`src/verilog/smd_pkg.sv`:
```
// constants, types and tables for the serial line mode decoder
//
// Overview of operation
// - capture select inputs on rising strobe edge
// - three-bit select code picks the standard
// - code 001: V.11, DTR/test V.10, TM off
// - code 010: V.11, LL RL RI V.10
// - code 011: V.11, DCD and test off
// - code 100: fast group V.35, rest V.28
// - code 110: channels in use at V.28
// - code 111: every driver and receiver off
// - DTE channel assignment, drivers 3,6 unused
// - DCE channel assignment, unused channels off
// - bidir channel 3 receives DTE, drives DCE
// - DCD transceiver drives DCE, receives DTE
// - high-speed group allows V.35 V.11 V.10 V.28
// - handshake no V.35; test/ring V.10/V.28 only
package smd_pkg;

  localparam int CH_N    = 8;
  localparam int BIDIR_N = 3;

  typedef enum logic [2:0] {
    LVL_OFF = 3'h0,
    LVL_V35 = 3'h1,
    LVL_V11 = 3'h2,
    LVL_V10 = 3'h3,
    LVL_V28 = 3'h4
  } smd_lvl_t;

  // interface select codes
  localparam logic [2:0] SEL_V10  = 3'h0;
  localparam logic [2:0] SEL_530A = 3'h1;
  localparam logic [2:0] SEL_530  = 3'h2;
  localparam logic [2:0] SEL_X21  = 3'h3;
  localparam logic [2:0] SEL_V35  = 3'h4;
  localparam logic [2:0] SEL_RSVD = 3'h5;
  localparam logic [2:0] SEL_232  = 3'h6;
  localparam logic [2:0] SEL_PDN  = 3'h7;

  // signal classes a channel may carry
  localparam logic [2:0] CL_DATA = 3'h0;
  localparam logic [2:0] CL_RTS  = 3'h1;
  localparam logic [2:0] CL_DTR  = 3'h2;
  localparam logic [2:0] CL_DCD  = 3'h3;
  localparam logic [2:0] CL_LOW  = 3'h4;
  localparam logic [2:0] CL_OFF  = 3'h5;

  // channel classes, entry 0 is channel 1
  localparam logic [2:0] DTE_DRV [CH_N] = '{CL_DATA, CL_DATA, CL_OFF,
    CL_RTS, CL_DTR, CL_OFF, CL_LOW, CL_LOW};
  localparam logic [2:0] DTE_RCV [CH_N] = '{CL_DATA, CL_DATA, CL_DATA,
    CL_RTS, CL_DTR, CL_DCD, CL_OFF, CL_LOW};
  localparam logic [2:0] DCE_DRV [CH_N] = '{CL_DATA, CL_DATA, CL_DATA,
    CL_RTS, CL_DTR, CL_DCD, CL_OFF, CL_LOW};
  localparam logic [2:0] DCE_RCV [CH_N] = '{CL_DATA, CL_DATA, CL_OFF,
    CL_RTS, CL_DTR, CL_OFF, CL_LOW, CL_LOW};

  // apb map and fields
  localparam int         ADDR_W   = 8;
  localparam logic [7:0] OFF_CTRL = 8'h00;
  localparam logic [7:0] OFF_CAPT = 8'h04;
  localparam logic [7:0] OFF_STAT = 8'h08;
  localparam logic [7:0] OFF_DRV  = 8'h0c;
  localparam logic [7:0] OFF_RCV  = 8'h10;
  localparam int CTRL_DCE_BIT = 3;
  localparam int CTRL_SW_BIT  = 4;
  localparam int CAPT_GO_BIT  = 0;
  localparam logic [4:0] CTRL_RST = 5'h07;
  localparam logic [2:0] CODE_RST = SEL_PDN;

  typedef struct packed {
    logic [BIDIR_N-1:0] bidirDrive;
    smd_lvl_t [CH_N-1:0] drv;
    smd_lvl_t [CH_N-1:0] rcv;
  } smd_cfg_t;

endpackage

```
`src/verilog/smd_mode_decoder.sv`:
```
// serial line mode decoder with apb control
//
// Implementation choices: the placing of the registers and the APB slave port.
`timescale 1ns/100ps
`default_nettype none

module smd_mode_decoder
  import smd_pkg::*;
(
  input  wire logic              clk_sys,
  input  wire logic              sys_rst,
  input  wire logic              ifaceSelBit0,
  input  wire logic              ifaceSelBit1,
  input  wire logic              ifaceSelBit2,
  input  wire logic              modeStrobe,
  input  wire logic              roleDcePin,
  input  wire logic [ADDR_W-1:0] paddr,
  input  wire logic              psel,
  input  wire logic              penable,
  input  wire logic              pwrite,
  input  wire logic [31:0]       pwdata,
  output logic [31:0]            prdata,
  output logic                   pready,
  output logic                   pslverr,
  output smd_cfg_t               cfgOut
);

  // ----------------------------------------------------------
  // pin synchronisers
  // ----------------------------------------------------------
  logic [4:0]  pinSync1_r;
  logic [4:0]  pinSync2_r;
  logic        strobeDly_r;
  logic        pinEdge;
  logic [4:0]  ctrl_r;
  logic [2:0]  capCode_r;
  logic        capDce_r;
  logic        swGo;
  logic        setupPh;
  logic        wrEn;
  logic        pready_r;
  logic [31:0] prdata_r;
  logic        pslverr_r;
  logic [31:0] rdMux;
  logic        mapped;
  smd_cfg_t    cfg_r;
  smd_lvl_t    drvNxt [CH_N];
  smd_lvl_t    rcvNxt [CH_N];

  // first stage is read only by the second
  always_ff @(posedge clk_sys) begin
    if (sys_rst) begin
      pinSync1_r <= 5'h00;
      pinSync2_r <= 5'h00;
    end else begin
      pinSync1_r <= {roleDcePin, modeStrobe, ifaceSelBit2,
                     ifaceSelBit1, ifaceSelBit0};
      pinSync2_r <= pinSync1_r;
    end
  end

  // strobe history for edge detection
  always_ff @(posedge clk_sys) begin
    if (sys_rst) begin
      strobeDly_r <= 1'b0;
    end else begin
      strobeDly_r <= pinSync2_r[3];
    end
  end

  // pins ignored while software owns the code
  assign pinEdge = pinSync2_r[3] & ~strobeDly_r & ~ctrl_r[CTRL_SW_BIT];

  // ----------------------------------------------------------
  // apb slave, one access cycle, no wait states
  // ----------------------------------------------------------
  assign setupPh = psel & ~penable;
  assign wrEn    = psel & penable & pready_r & pwrite;
  assign swGo    = wrEn & (paddr == OFF_CAPT) & pwdata[CAPT_GO_BIT];

  // decode of the mapped offsets
  always_comb begin
    mapped = 1'b1;
    rdMux  = 32'h0000_0000;
    case (paddr)
      OFF_CTRL: rdMux = {27'h0, ctrl_r};
      OFF_CAPT: rdMux = 32'h0000_0000;
      OFF_STAT: rdMux = {26'h0, ctrl_r[CTRL_SW_BIT],
                         capCode_r == SEL_PDN, capDce_r, capCode_r};
      OFF_DRV:  rdMux = {8'h00, cfg_r.drv};
      OFF_RCV:  rdMux = {8'h00, cfg_r.rcv};
      default:  mapped = 1'b0;
    endcase
  end

  // answer prepared in setup, shown in access
  always_ff @(posedge clk_sys) begin
    if (sys_rst) begin
      pready_r  <= 1'b0;
      prdata_r  <= 32'h0000_0000;
      pslverr_r <= 1'b0;
    end else begin
      pready_r  <= setupPh;
      pslverr_r <= setupPh & ~mapped;
      if (setupPh & ~pwrite) begin
        prdata_r <= rdMux;
      end
    end
  end

  // software select code, role and ownership
  always_ff @(posedge clk_sys) begin
    if (sys_rst) begin
      ctrl_r <= CTRL_RST;
    end else if (wrEn & (paddr == OFF_CTRL)) begin
      ctrl_r <= pwdata[4:0];
    end
  end

  // ----------------------------------------------------------
  // capture of the select code
  // ----------------------------------------------------------
  // held otherwise, so pin wander between edges is harmless
  always_ff @(posedge clk_sys) begin
    if (sys_rst) begin
      capCode_r <= CODE_RST;
      capDce_r  <= 1'b0;
    end else if (swGo) begin
      capCode_r <= ctrl_r[2:0];
      capDce_r  <= ctrl_r[CTRL_DCE_BIT];
    end else if (pinEdge) begin
      capCode_r <= pinSync2_r[2:0];
      capDce_r  <= pinSync2_r[4];
    end
  end

  // ----------------------------------------------------------
  // level decode
  // ----------------------------------------------------------
  // reserved code falls through to the 010 setting
  function automatic smd_lvl_t lvlOf(input logic [2:0] code,
                                     input logic [2:0] cls);
    smd_lvl_t l;
    l = LVL_OFF;
    if (cls != CL_OFF) begin
      case (code)
        SEL_V10:  l = LVL_V10;
        SEL_530A: l = (cls == CL_DTR || cls == CL_LOW) ?
                      LVL_V10 : LVL_V11;
        SEL_530,
        SEL_RSVD: l = (cls == CL_LOW) ? LVL_V10 : LVL_V11;
        SEL_X21:  l = (cls == CL_DCD || cls == CL_LOW) ?
                      LVL_OFF : LVL_V11;
        SEL_V35:  l = (cls == CL_DATA) ? LVL_V35 : LVL_V28;
        SEL_232:  l = LVL_V28;
        default:  l = LVL_OFF;
      endcase
    end
    return l;
  endfunction

  // only data class can reach V.35, low class never V.11
  genvar g;
  generate
    for (g = 0; g < CH_N; g++) begin : gCh
      assign drvNxt[g] = lvlOf(capCode_r,
        capDce_r ? DCE_DRV[g] : DTE_DRV[g]);
      assign rcvNxt[g] = lvlOf(capCode_r,
        capDce_r ? DCE_RCV[g] : DTE_RCV[g]);
    end
  endgenerate

  // registered configuration, off means tri-stated
  always_ff @(posedge clk_sys) begin
    if (sys_rst) begin
      cfg_r <= '0;
    end else begin
      for (int i = 0; i < CH_N; i++) begin
        cfg_r.drv[i] <= drvNxt[i];
        cfg_r.rcv[i] <= rcvNxt[i];
      end
      cfg_r.bidirDrive[0] <= capDce_r;
      cfg_r.bidirDrive[1] <= capDce_r;
      cfg_r.bidirDrive[2] <= ~capDce_r;
    end
  end

  assign prdata  = prdata_r;
  assign pready  = pready_r;
  assign pslverr = pslverr_r;
  assign cfgOut  = cfg_r;
endmodule

`default_nettype wire

```
`config.mk`:
```
export PLATFORM = sky130hd
export DESIGN_NAME = smd_mode_decoder
export DESIGN_NICKNAME = d
export VERILOG_FILES = /design/src/verilog/smd_pkg.sv /design/src/verilog/smd_mode_decoder.sv
export SDC_FILE = /design/constraint.sdc
export NUM_CORES = 1
export LEC_CHECK = 0
export BUFFER_PORTS_ARGS = -buffer_cell sky130_fd_sc_hd__clkbuf_2
export CAP_MARGIN = 20
export CORE_ASPECT_RATIO = 0.9
export CORE_UTILIZATION = 30
export CTS_CLUSTER_DIAMETER = 200
export DETAILED_ROUTE_END_ITERATION = 12
export PLACE_DENSITY = 0.63
export SYNTH_ARGS = -nofsm -noshare
export SYNTH_HDL_FRONTEND = slang
export SYNTH_SLANG_ARGS = --single-unit
```
`constraint.sdc`:
```
create_clock -name clk_sys -period 3.4 [get_ports clk_sys]
set_input_delay 0.17 -clock clk_sys [delete_from_list [all_inputs] [get_ports clk_sys]]
set_output_delay 0.17 -clock clk_sys [all_outputs]
set_load 0.01 [all_outputs]
```
Yosys cells after proc, flatten, opt, wreduce, memory -nomap -nowiden

Cells that the tools add are included.

Reduce and logical (&&, ||, !) cells: 34
Muxes and demuxes: 46
Eq/ne operators: 35
Bitwise operators: 23

Operator list:

| cell                                           | count |
|---|---|
| case mux 3 bit (6 select lines)                | 6 |
| case mux 24 bit (4 select lines)               | 1 |
| == test 3 x 2 -> 1 bit (second input constant) | 14 |
| 2-to-1 mux 3 bit                               | 12 |
| == test 3 bit (second input constant)          | 10 |
| zero test 3 bit                                | 7 |
| inequality test 3 bit (second input constant)  | 6 |
| case mux 3 bit (3 select lines)                | 2 |
| OR reduction 2 bit                             | 9 |
| 2-to-1 mux 1 bit                               | 17 |
| == test 8 x 4 -> 1 bit (second input constant) | 2 |
| logical OR 1 bit                               | 12 |
| 2-to-1 mux 2 bit                               | 6 |
| inverter 1 bit                                 | 12 |
| case mux 3 bit (4 select lines)                | 1 |
| bitwise AND 1 bit                              | 11 |
| == test 8 x 3 -> 1 bit (second input constant) | 1 |
| == test 8 x 5 -> 1 bit (second input constant) | 1 |
| zero test 8 bit                                | 1 |
| OR reduction 4 bit                             | 2 |
| case mux 3 bit (2 select lines)                | 1 |
| OR reduction 5 bit                             | 1 |
| == test 3 x 1 -> 1 bit (second input constant) | 1 |
| OR reduction 3 bit                             | 1 |
| nonzero test 2 bit                             | 1 |

Output and inout port bits: 85
Logic and storage cells: 158
Register bits after elaboration: 87
Input bits: 50

Logic depth before layout (Yosys ltp)

Gate-level depths: netlist of the first run.

Word-level depth: 6
Gate-level depth with buffers: 6
Depth with buffers taken out: 4

Least setup slack after synthesis of the first run

OpenSTA, ideal clock, no wires.

Path type: input to register
Start point: in paddr[1]
End point: reg prdata_r[15], in the netlist prdata[15]
Stages: 5
Path buffers: 1
Slack: 1.859 ns
Library setup time: 0.068 ns
Data arrival time: 1.474 ns
Data required time: 3.332 ns
Cell sequence: or4_4 > buf_6 > nor4_4 > a22oi_1 > o21ai_2

Longest elaborated chain between the ends: 2
Elaborated cells on any way between the ends: 5
Those cells by class: eq/ne: 3; mux: 1; reduce/logical: 1

RTL lines:

| what                                                 | line                    | RTL |
|---|---|---|
| from (decl)                                          | smd_mode_decoder.sv:17  | `input wire logic [ADDR_W-1:0] paddr,` |
| == test 8 x 5 -> 1 bit, or another cell as far along | smd_mode_decoder.sv:85  | `case (paddr)` |
| case mux 24 bit (4 select lines) *                   | smd_mode_decoder.sv:85  |  |
| to (signal assigned)                                 | smd_mode_decoder.sv:106 | `prdata_r <= rdMux;` |
| to (decl)                                            | smd_mode_decoder.sv:42  | `logic [31:0] prdata_r;` |

Every way passes the cells marked *; elsewhere a longest branch is shown, timed or not.
A chain may end at the register's enable or synchronous reset.

==> out/qor.yml, run 1 <==
outcome:
  status: "complete, no violations"
clock_network:
  cts_sinks: 68
  cts_hold_buf: 0
  cts_resized: 0
  clockRootBuffer: "clkbuf_8"
  path_clk_slew_ns: 0.08
  clockBufferDepth: 2
  post_cts_buffers: 0
  cts_tree: "yes"
  htreeDepth: 3
  cts_made_buffers: 9
  insertion_delay_ns: 0.34
sta:
  final_hold_viol_count: 0
  setup_viol: 0
  fin_skew_ns: 0.00858
  timing_max_transition_violations_final: 0
  timing.setup.tns_ns: 0
  slew_headroom_pct: 55.9
  fmax_ghz: 0.588
  timing.final.crit_share_pct: 50.0
  tightest_slew_ns: 0.658
  rsz0062_at_grt: "false"
  layout_min_cycle_time_ns: 1.70
grt:
  grt_pass1_vias: 1913
  grt_antenna_before_repair: 0
  grt_pass1_wl_um: 9480
  grt_max_degree: 35
  grtUsageTotal_pct: 13.1
  grt-ovfl-total: 0
critical_path:
  crit_path_start_kind: "primary input"
  crit_path_end_kind: "register"
  worstPathRequired_ns: 3.68
  crit_fanout: 34
  critPathKind: "in2reg"
  crit_path_cell_trace: "clkbuf_2 > or3b_1 > nor4_4 > nand2_2 > o21ai_2"
  critPathArrivalTime_ns: 1.98
  cpMaxStageDelayCell: "or3b_1"
  reg2reg_slack_ns: 1.77
  slowest_delay_ns: 0.57
die:
  core_area_mm2: 0.00877
  ios: 135
  floorplan.die.width_um: 103
  dieHeight_um: 93.0
  dieArea_mm2: 0.00959
  num_rows: 32
  start_util_pct: 31.5
routing:
  wl_per_cell_um: 12.6
  drt-initial-drc-count: 65
  antenna_left: 0
  viasPerCell: 4.46
  dr.pass1.iters: 4
  drt_drc_violations_left: 0
  totalWireLength_um: 5860
  vias: 2084
power:
  combPwrFrac_pct: 6.4
  power_frac_seq_pct: 52.2
  p_sw_mw: 0.391
  leakage_nw: 1.50
  p_per_area_mw_per_mm2: 482
  ir_worst_vdd_v: 0.000233
  netSwitchingFraction_pct: 24.6
  p_clk_share_pct: 41.4
  internal-power_mw: 1.20
flow_run:
  max_cap_violations: 0
cells_and_area:
  fin_cells: 467
  final_cell_area_mm2: 0.00329
  area_growth_pct: 19.1
  diodes: 0
  drive_gt1_share_pct: 37.9
  num-fill-cells: 905
  fin_nets: 393
logic_synthesis:
  synth_ff_type: "dfxtp_1"
  synth-edff-count: 0
  synth-seq-cells: 68
  synth_area_mm2: 0.00276
  ys_types: 42
  synth.yosys.seq_area_share_pct: 49.3
  yosys_warnings: 0
  postSynthAreaPerCell_um2: 10.0
  ys_async_sr_fraction_pct: 0
  synth_cells: 276
placement:
  dp_cells: 451
  dp_hpwl_um: 4360
  placedInstanceArea_mm2: 0.00309
  placement.io_buffers: 99
  gp_congestion: 0.788
hold_path:
  hold_path_class: "in2reg"
## cell usage in the layout (no fill, tap or decap), types with 8 or more instances in the layout
| master | instances |
|---|---|
| conb_1 | 8 |
| a22oi_1 | 10 |
| nor2b_1 | 18 |
| clkbuf_8 | 9 |
| clkbuf_2 | 99 |
| mux2i_1 | 10 |
| nand2_1 | 16 |
| nor2_1 | 14 |
| o21ai_2 | 9 |
| dfxtp_1 | 68 |
## cell type report
type | instances | area, µm² | area share (%)
Tap cell | 119 | 149 | 4.53
Clock buffer | 9 | 124 | 3.77
Multi-Input combinational cell | 157 | 1050 | 32.0
Inverter | 7 | 26.3 | 0.799
Timing Repair Buffer | 100 | 503 | 15.3
Sequential cell | 68 | 1360 | 41.4
Clock inverter | 7 | 73.8 | 2.24
## synthesized netlist by cell type (2+ instances only)
| cell type | count | area (µm²) |
|---|---|---|
| nand4_1 | 2 | 12.5 |
| buf_4 | 39 | 293 |
| inv_1 | 7 | 26.3 |
| and2_1 | 6 | 37.5 |
| nor4_1 | 2 | 12.5 |
| a22o_1 | 6 | 52.6 |
| nor2b_1 | 18 | 113 |
| a211o_1 | 3 | 26.3 |
| dfxtp_1 | 68 | 1360 |
| o21ai_1 | 7 | 35.0 |
| mux2_1 | 3 | 33.8 |
| nor3b_1 | 2 | 15.0 |
| a21oi_1 | 3 | 15.0 |
| buf_2 | 2 | 10.0 |
| a32o_1 | 2 | 20.0 |
| nor4_4 | 2 | 42.5 |
| clkbuf_1 | 9 | 33.8 |
| nor2_1 | 14 | 52.6 |
| nand2_1 | 16 | 60.1 |
| nand2b_1 | 6 | 37.5 |
| and4_1 | 2 | 17.5 |
| a31oi_1 | 3 | 18.8 |
| a22oi_1 | 10 | 75.1 |
| nor3_1 | 4 | 20.0 |
| o22ai_1 | 3 | 18.8 |
| mux2i_1 | 10 | 100 |
| o21ai_2 | 9 | 78.8 |
| a211oi_1 | 4 | 30.0 |
## logic make-up after synthesis
logic type | synth area share, %
DFF | 49.3
muxes | 5.26
AOI/OAI and AO/OA | 13.4
buffers and inverters | 13.5
other | 0.136
and+or+nand+nor | 18.4
## power by group through the flow
stage,logic (mW),registers (mW),clock network (mW)
floorplan,0.0810,0.842,0
global placement,0.102,0.846,0
detailed placement,0.103,0.847,0
CTS,0.103,0.828,0.680
global route,0.115,0.831,0.716
finish,0.102,0.828,0.657
## critical path: cells and delay by family
family | cells | cell delay (ns)
compound gates | 1 | 0.21
simple gates | 3 | 1.21
buf+inv | 1 | 0.37
## state kept, by name, summed over array words and instances, names as in the netlist
name and flops:
pinSync2_r 5, capCode_r 3, pslverr 1, pinSync1_r 5
capDce_r 1, prdata 21, strobeDly_r 1, cfgOut 25
ctrl_r 5, pready 1
## final timing paths
kind | startpoint | endpoint | cells after the start
hold reg to reg | pinSync1_r[2] | pinSync2_r[2] | 1
setup reg to reg | ctrl_r[4] | capCode_r[2] | 4
hold / removal | ifaceSelBit2 | pinSync1_r[2] | 2
setup / recovery | sys_rst | prdata[7] | 5
## metal layers
layer	GRT usage, %	share of wire, %	vias up
met5	0	0	-
met4	4.58	1.3	0
met3	4.48	5.1	9
met2	21.7	47	75
met1	15.8	47	958
li1	-	-	1042
## metrics by stage
| step | utilization, % | hold slack [ns] | power (mW) | setup WS [ns] |
|---|---|---|---|---|
| 6_report | 37.5 | 0.0361 | 1.59 | 1.70 |
| 5_1_grt | 37.5 | 0.0215 | 1.66 | 1.51 |
| 4_1_cts | 37.5 | 0.0138 | 1.61 | 1.66 |
| 3_5_place_dp | 35.3 | 0.384 | 0.950 | 1.28 |
| 3_3_place_gp | 35.3 | 0.381 | 0.948 | 1.31 |
| 2_1_floorplan | - | 0.271 | 0.923 | 1.86 |
No activity file was read; power rests on OpenSTA's default activity.
==> run 2, diff against run 1 <==
- clock period: 3.4 -> 1.67 ns (I/O delays scaled with it)
==> run 2 against run 1 <==
Clock skew is essentially flat; register-to-register slack lost 1.5 ns; critical path depth is the same; design area grew 4.4%; sequential power grew 100%; global-route usage grew 0.58 points; final cell count grew 3.6%; hold slack gained 0.025 ns; combinational power grew 130%; non-clock buffer count grew 17; critical path type is now reg2reg; largest power group unchanged.
==> out/qor.yml, run 2 (synthesis gave the netlist of run 1 again) <==
sta:
  fin_skew_ns: 0.00869
  timing.final.crit_share_pct: 83.9
  final_hold_viol_count: 0
  setup_viol: 0
  tightest_slew_ns: 0.507
  timing_max_transition_violations_final: 0
  fmax_ghz: 0.714
  rsz0062_at_grt: "false"
  slew_headroom_pct: 65.9
  layout_min_cycle_time_ns: 1.40
critical_path:
  critPathArrivalTime_ns: 1.64
  cpMaxStageDelayCell: "dfxtp_1"
  worstPathRequired_ns: 1.91
  crit_start: "ctrl_r[4]"
  crit_fanout: 4
  crit_path_cell_trace: "nor3b_1 > buf_4 > mux2_2 > mux2i_1 > nand2b_1"
  r2r_start: "ctrl_r[4]"
  critPathKind: "reg2reg"
  crit_path_end_kind: "register"
  crit_path_start_kind: "register"
  slowest_delay_ns: 0.37
grt:
  top_usage_layer: "met2"
  use_met2_pct: 22.3
  use_met1_pct: 16.5
  grt_pass1_wl_um: 9760
  grt_pass1_vias: 1942
  grtUsageMet3_pct: 4.93
  grt_antenna_before_repair: 0
  grtUsageTotal_pct: 13.7
  grt-ovfl-total: 0
  grt_max_degree: 34
hold_path:
  hold_path_class: "in2reg"
  holdCritStartpoint: "pwdata[1]"
placement:
  gp_congestion: 0.877
  placement.io_buffers: 99
  dp_cells: 461
  dp_hpwl_um: 4480
clock_network:
  cts_made_buffers: 9
  clockRootBuffer: "clkbuf_8"
  insertion_delay_ns: 0.35
  path_clk_slew_ns: 0.08
  cts_tree: "yes"
  post_cts_buffers: 0
  htreeDepth: 3
  cts_sinks: 68
  clockBufferDepth: 2
routing:
  drt-initial-drc-count: 78
  totalWireLength_um: 5980
  antenna_left: 0
  drt_drc_violations_left: 0
  vias: 2161
  wl_per_cell_um: 12.4
  dr.pass1.iters: 4
  viasPerCell: 4.46
die:
  dieHeight_um: 93.0
  start_util_pct: 31.5
  ios: 135
  core_area_mm2: 0.00877
  dieArea_mm2: 0.00959
  floorplan.die.width_um: 103
  num_rows: 32
cells_and_area:
  drive_gt1_share_pct: 38.9
  final_cell_mix: "99 x clkbuf_2, 68 x dfxtp_1, 18 x nor2b_1"
  area_growth_pct: 24.4
  fin_cells: 484
  diodes: 0
  largest_reg_flops: 25
  final_util_pct: 39.2
  fin_nets: 410
  final_common_cell: "clkbuf_2"
power:
  ir_worst_vdd_v: 0.000478
  p_per_area_mw_per_mm2: 951
  leakage_nw: 1.58
outcome:
  status: "complete, no violations"
flow_run:
  max_cap_violations: 0
## run 2: changes by cell type in the layout (fill, tap and decap cells not counted), sizes merged
cell / before / now
buf: 1 / 11
dlygate4sd3: 0 / 7
## run 2: final timing paths
kind	to	slack, ns	depth (start not counted)
worst max-delay path	capCode_r[2]	0.27	5
worst min-delay path	ctrl_r[1]	0.06	4
worst max register to register	capCode_r[2]	0.27	5
worst min register to register	pinSync2_r[0]	0.44	1
## run 2: per-stage QoR
step | power, mW | worst slack (ns) | hold WS (ns) | setup TNS, ns | cell area, µm²
after floorplan | 1.88 | 0.215 | 0.184 | 0 | 2790
after global placement | 1.94 | 0.0548 | 0.294 | 0 | 3170
after detailed placement | 1.94 | -0.000242 | 0.299 | -0.000242 | 3170
after CTS | 3.32 | 0.273 | 0.0497 | 0 | 3430
after global routing | 3.43 | 0.168 | 0.0575 | 0 | 3430
final | 3.27 | 0.270 | 0.0606 | 0 | 3430
## run 2: cell type report
| type | instances | area [µm²] |
|---|---|---|
| fill | 903 | 5330 |
| clock buffer | 9 | 124 |
| timing repair buffer | 117 | 648 |
| sequential | 68 | 1360 |
| tap | 119 | 149 |
| multi-input combinational | 157 | 1050 |
| inverter | 7 | 26.3 |
| clock inverter | 7 | 73.8 |
## run 2: worst max-delay path: cells and delay by family (launching register included)
kind                   cells  cell delay (ns)
buffers and inverters      1             0.17
AND/OR/NAND/NOR            2             0.29
multiplexers               2             0.47
flip-flops                 1             0.37
## run 2: what timing repair did
action                                 CTS  global route
hold buffers                             7             0
setup endpoints to repair                0             0
endpoints found under the hold margin    7             0
resized for setup                        0             0
## run 2: per-layer routing
layer | vias up | wire length (µm)
li1 | 1077 | -
met1 | 996 | 2740
met2 | 77 | 2820
met3 | 11 | 333
met4 | 0 | 89
met5 | - | 0
## run 2: power by group
group	leakage, nW	total (mW)	switching [mW]	internal [mW]
Clock	0.100	1.35	0.654	0.696
Combinational	0.927	0.235	0.129	0.105
Sequential	0.552	1.68	0.0286	1.65
==> run 3, diff against run 2 <==
- ABC_AREA: unset -> 1
- PLACE_DENSITY: 0.63 -> 0.62
- clock period: 1.67 -> 1.4 ns (I/O delays scaled with it)
==> run 3 against run 2 <==
Sequential power grew 20%; setup slack lost 0.088 ns; clock skew grew 0.0011 ns; maximum frequency grew 15%; clock-buffer cell count grew 1; global-route usage grew 0.36 points; critical path type unchanged; critical endpoint is now capCode_r[1].
==> out/qor.yml, run 3 <==
placement:
  placement.io_buffers: 99
  gp_congestion: 0.822
  dp_hpwl_um: 5040
  pre_cts_slack_ns: 0.196
critical_path:
  crit_fanout: 9
  crit_family: "simple AND/OR/NAND/NOR gates"
  worstPathRequired_ns: 1.63
  timing.rr.end: "capCode_r[1]"
  critPathKind: "reg2reg"
  rr_worst_depth: 5
  reg2reg_slack_ns: 0.18
  slowest_delay_ns: 0.34
  crit_buf_inv: 0
  r2r_start: "pready"
  crit_path_end_kind: "register"
  crit_path_start_kind: "register"
  crit_path_cell_trace: "nand4_1 > nor2_1 > nand2_2 > o21ai_0 > o211ai_1"
  critPathArrivalTime_ns: 1.45
  cpMaxStageDelayCell: "dfxtp_1"
grt:
  grt-ovfl-total: 0
  grt_max_degree: 29
  grt_pass1_vias: 2327
  grtUsageTotal_pct: 14.1
  grt_pass1_wl_um: 11000
  grt_antenna_before_repair: 0
die:
  num_rows: 33
  dieHeight_um: 95.6
  ios: 135
  dieArea_mm2: 0.0101
  start_util_pct: 31.5
  core_area_mm2: 0.00929
  floorplan.die.width_um: 106
cells_and_area:
  drive_gt1_share_pct: 32.3
  area_growth_pct: 24.7
  final_cell_mix: "99 x clkbuf_2, 89 x nand2_1, 68 x dfxtp_1"
  fin_nets: 516
  final_common_cell: "clkbuf_2"
  largest_reg_flops: 25
  diodes: 0
clock_network:
  insertion_delay_ns: 0.35
  htreeDepth: 3
  cts_tree: "yes"
  clockBufferDepth: 2
  clockRootBuffer: "clkbuf_8"
  cts_sinks: 68
  cts_made_buffers: 9
  path_clk_slew_ns: 0.07
logic_synthesis:
  synth_area_mm2: 0.00292
  synth.yosys.seq_area_share_pct: 46.6
  synth-edff-count: 0
  synth_area_leaders: "dfxtp_1 47%, nand2_1 11%, buf_4 10%"
  yosys_warnings: 0
  postSynthAreaPerCell_um2: 7.69
  synth_top_area_share_pct: 46.6
  synth.most_common_cell: "nand2_1"
  synth-seq-cells: 68
  ys_types: 27
  ys_async_sr_fraction_pct: 0
  yosysTopAreaCell: "dfxtp_1"
  synth_ff_type: "dfxtp_1"
  synthTopCellsByCount: "89 x nand2_1, 68 x dfxtp_1, 47 x nor2_1, 39 x buf_4, 35 x inv_1"
  synth_cells: 380
sta:
  final_hold_viol_count: 0
  timing_max_transition_violations_final: 0
  timing.setup.tns_ns: 0
  fin_skew_ns: 0.00975
  fmax_ghz: 0.821
  rsz0062_at_grt: "false"
  setup_viol: 0
  layout_min_cycle_time_ns: 1.22
  setup_ws_ns: 0.181
  finalHoldWorstSlack_ns: 0.0141
  timing.final.crit_share_pct: 87.0
hold_path:
  hold_path_end: "pready"
  whs_path_depth: 3
  holdCritStartpoint: "psel"
  hold_path_class: "in2reg"
routing:
  viasPerCell: 4.22
  dr_wl_met3_um: 285
  wl_per_cell_um: 11.0
  wl_met2_um: 2960
  dr.pass1.iters: 5
  totalWireLength_um: 6540
  drt-initial-drc-count: 82
  wl_met1_um: 3120
  highest_layer: "met4"
  vias: 2504
  antenna_left: 0
  drt_drc_violations_left: 0
power:
  power_frac_seq_pct: 48.9
  leakage_nw: 1.88
  ir_worst_vdd_v: 0.000494
  p_sw_mw: 0.969
  internal-power_mw: 3.15
  netSwitchingFraction_pct: 23.5
  p_clk_share_pct: 43.6
  p_per_area_mw_per_mm2: 1130
  combPwrFrac_pct: 7.5
flow_run:
  max_cap_violations: 0
outcome:
  status: "complete, no violations"
[run 3: worst max path at each step]
stage | startpoint | to | cells past startpoint
detailed placement | paddr[5] | ctrl_r[4] | 9
CTS | pready | capCode_r[1] | 5
finish | pready | capCode_r[1] | 5
floorplan | pready | capCode_r[1] | 5
global placement | paddr[5] | ctrl_r[4] | 9
global route | pready | capCode_r[1] | 5
[run 3: routing by layer]
layer	vias to the layer above	track usage [%]
li1	1316	-
met1	1098	17.0
met2	74	22.7
met3	16	4.78
met4	0	6.48
met5	-	0
[run 3: logic make-up (layout without fill, tap and decap cells)]
family	Yosys count	count (layout)	synth area share, %
buffers and inverters	91	175	17.2
AND/OR/NAND/NOR	180	180	27.7
flip-flops	68	68	46.6
AO/OA/AOI/OAI	40	40	8.39
other	1	8	0.128
[run 3: worst reg2reg max path: cells and delay by family, from the launching register on]
kind | cells | cell delay, ns
AOI/OAI and AO/OA | 2 | 0.28
and+or+nand+nor | 3 | 0.48
DFF | 1 | 0.34
[run 3: power groups by stage]
| stage | Combinational, mW | Sequential (mW) | Clock [mW] |
|---|---|---|---|
| after floorplan | 0.204 | 2.07 | 0 |
| after global placement | 0.287 | 2.06 | 0 |
| after detailed placement | 0.290 | 2.06 | 0 |
| after CTS | 0.312 | 2.01 | 1.84 |
| after global routing | 0.349 | 2.02 | 1.94 |
| final | 0.309 | 2.01 | 1.80 |
[run 3: timing repair]
action                                  in CTS  in global routing
endpoints found under the setup margin       0                  1
setup buffers                                0                  0
hold buffers                                10                  0
resized for setup                            0                  1
hold endpoints to repair                    10                  0
[run 3: final cells by class]
class	count	area (µm²)
Inverter	45	173
Timing Repair Buffer	114	646
Fill cell	973	5650
Clock buffer	10	138
Tap cell	122	153
Sequential cell	68	1360
Clock inverter	6	87.6
Multi-Input combinational cell	228	1090
[run 3: metrics by stage]
step                total power [mW]  std cells  utilization (%)  cell area (µm²)
CTS                             4.17        593             39.2             3640
global placement                2.35        567             35.7             3320
detailed placement              2.35        567             35.7             3320
floorplan                       2.27        387                -             2950
finish                          4.12        593             39.2             3640
global route                    4.31        593             39.2             3640
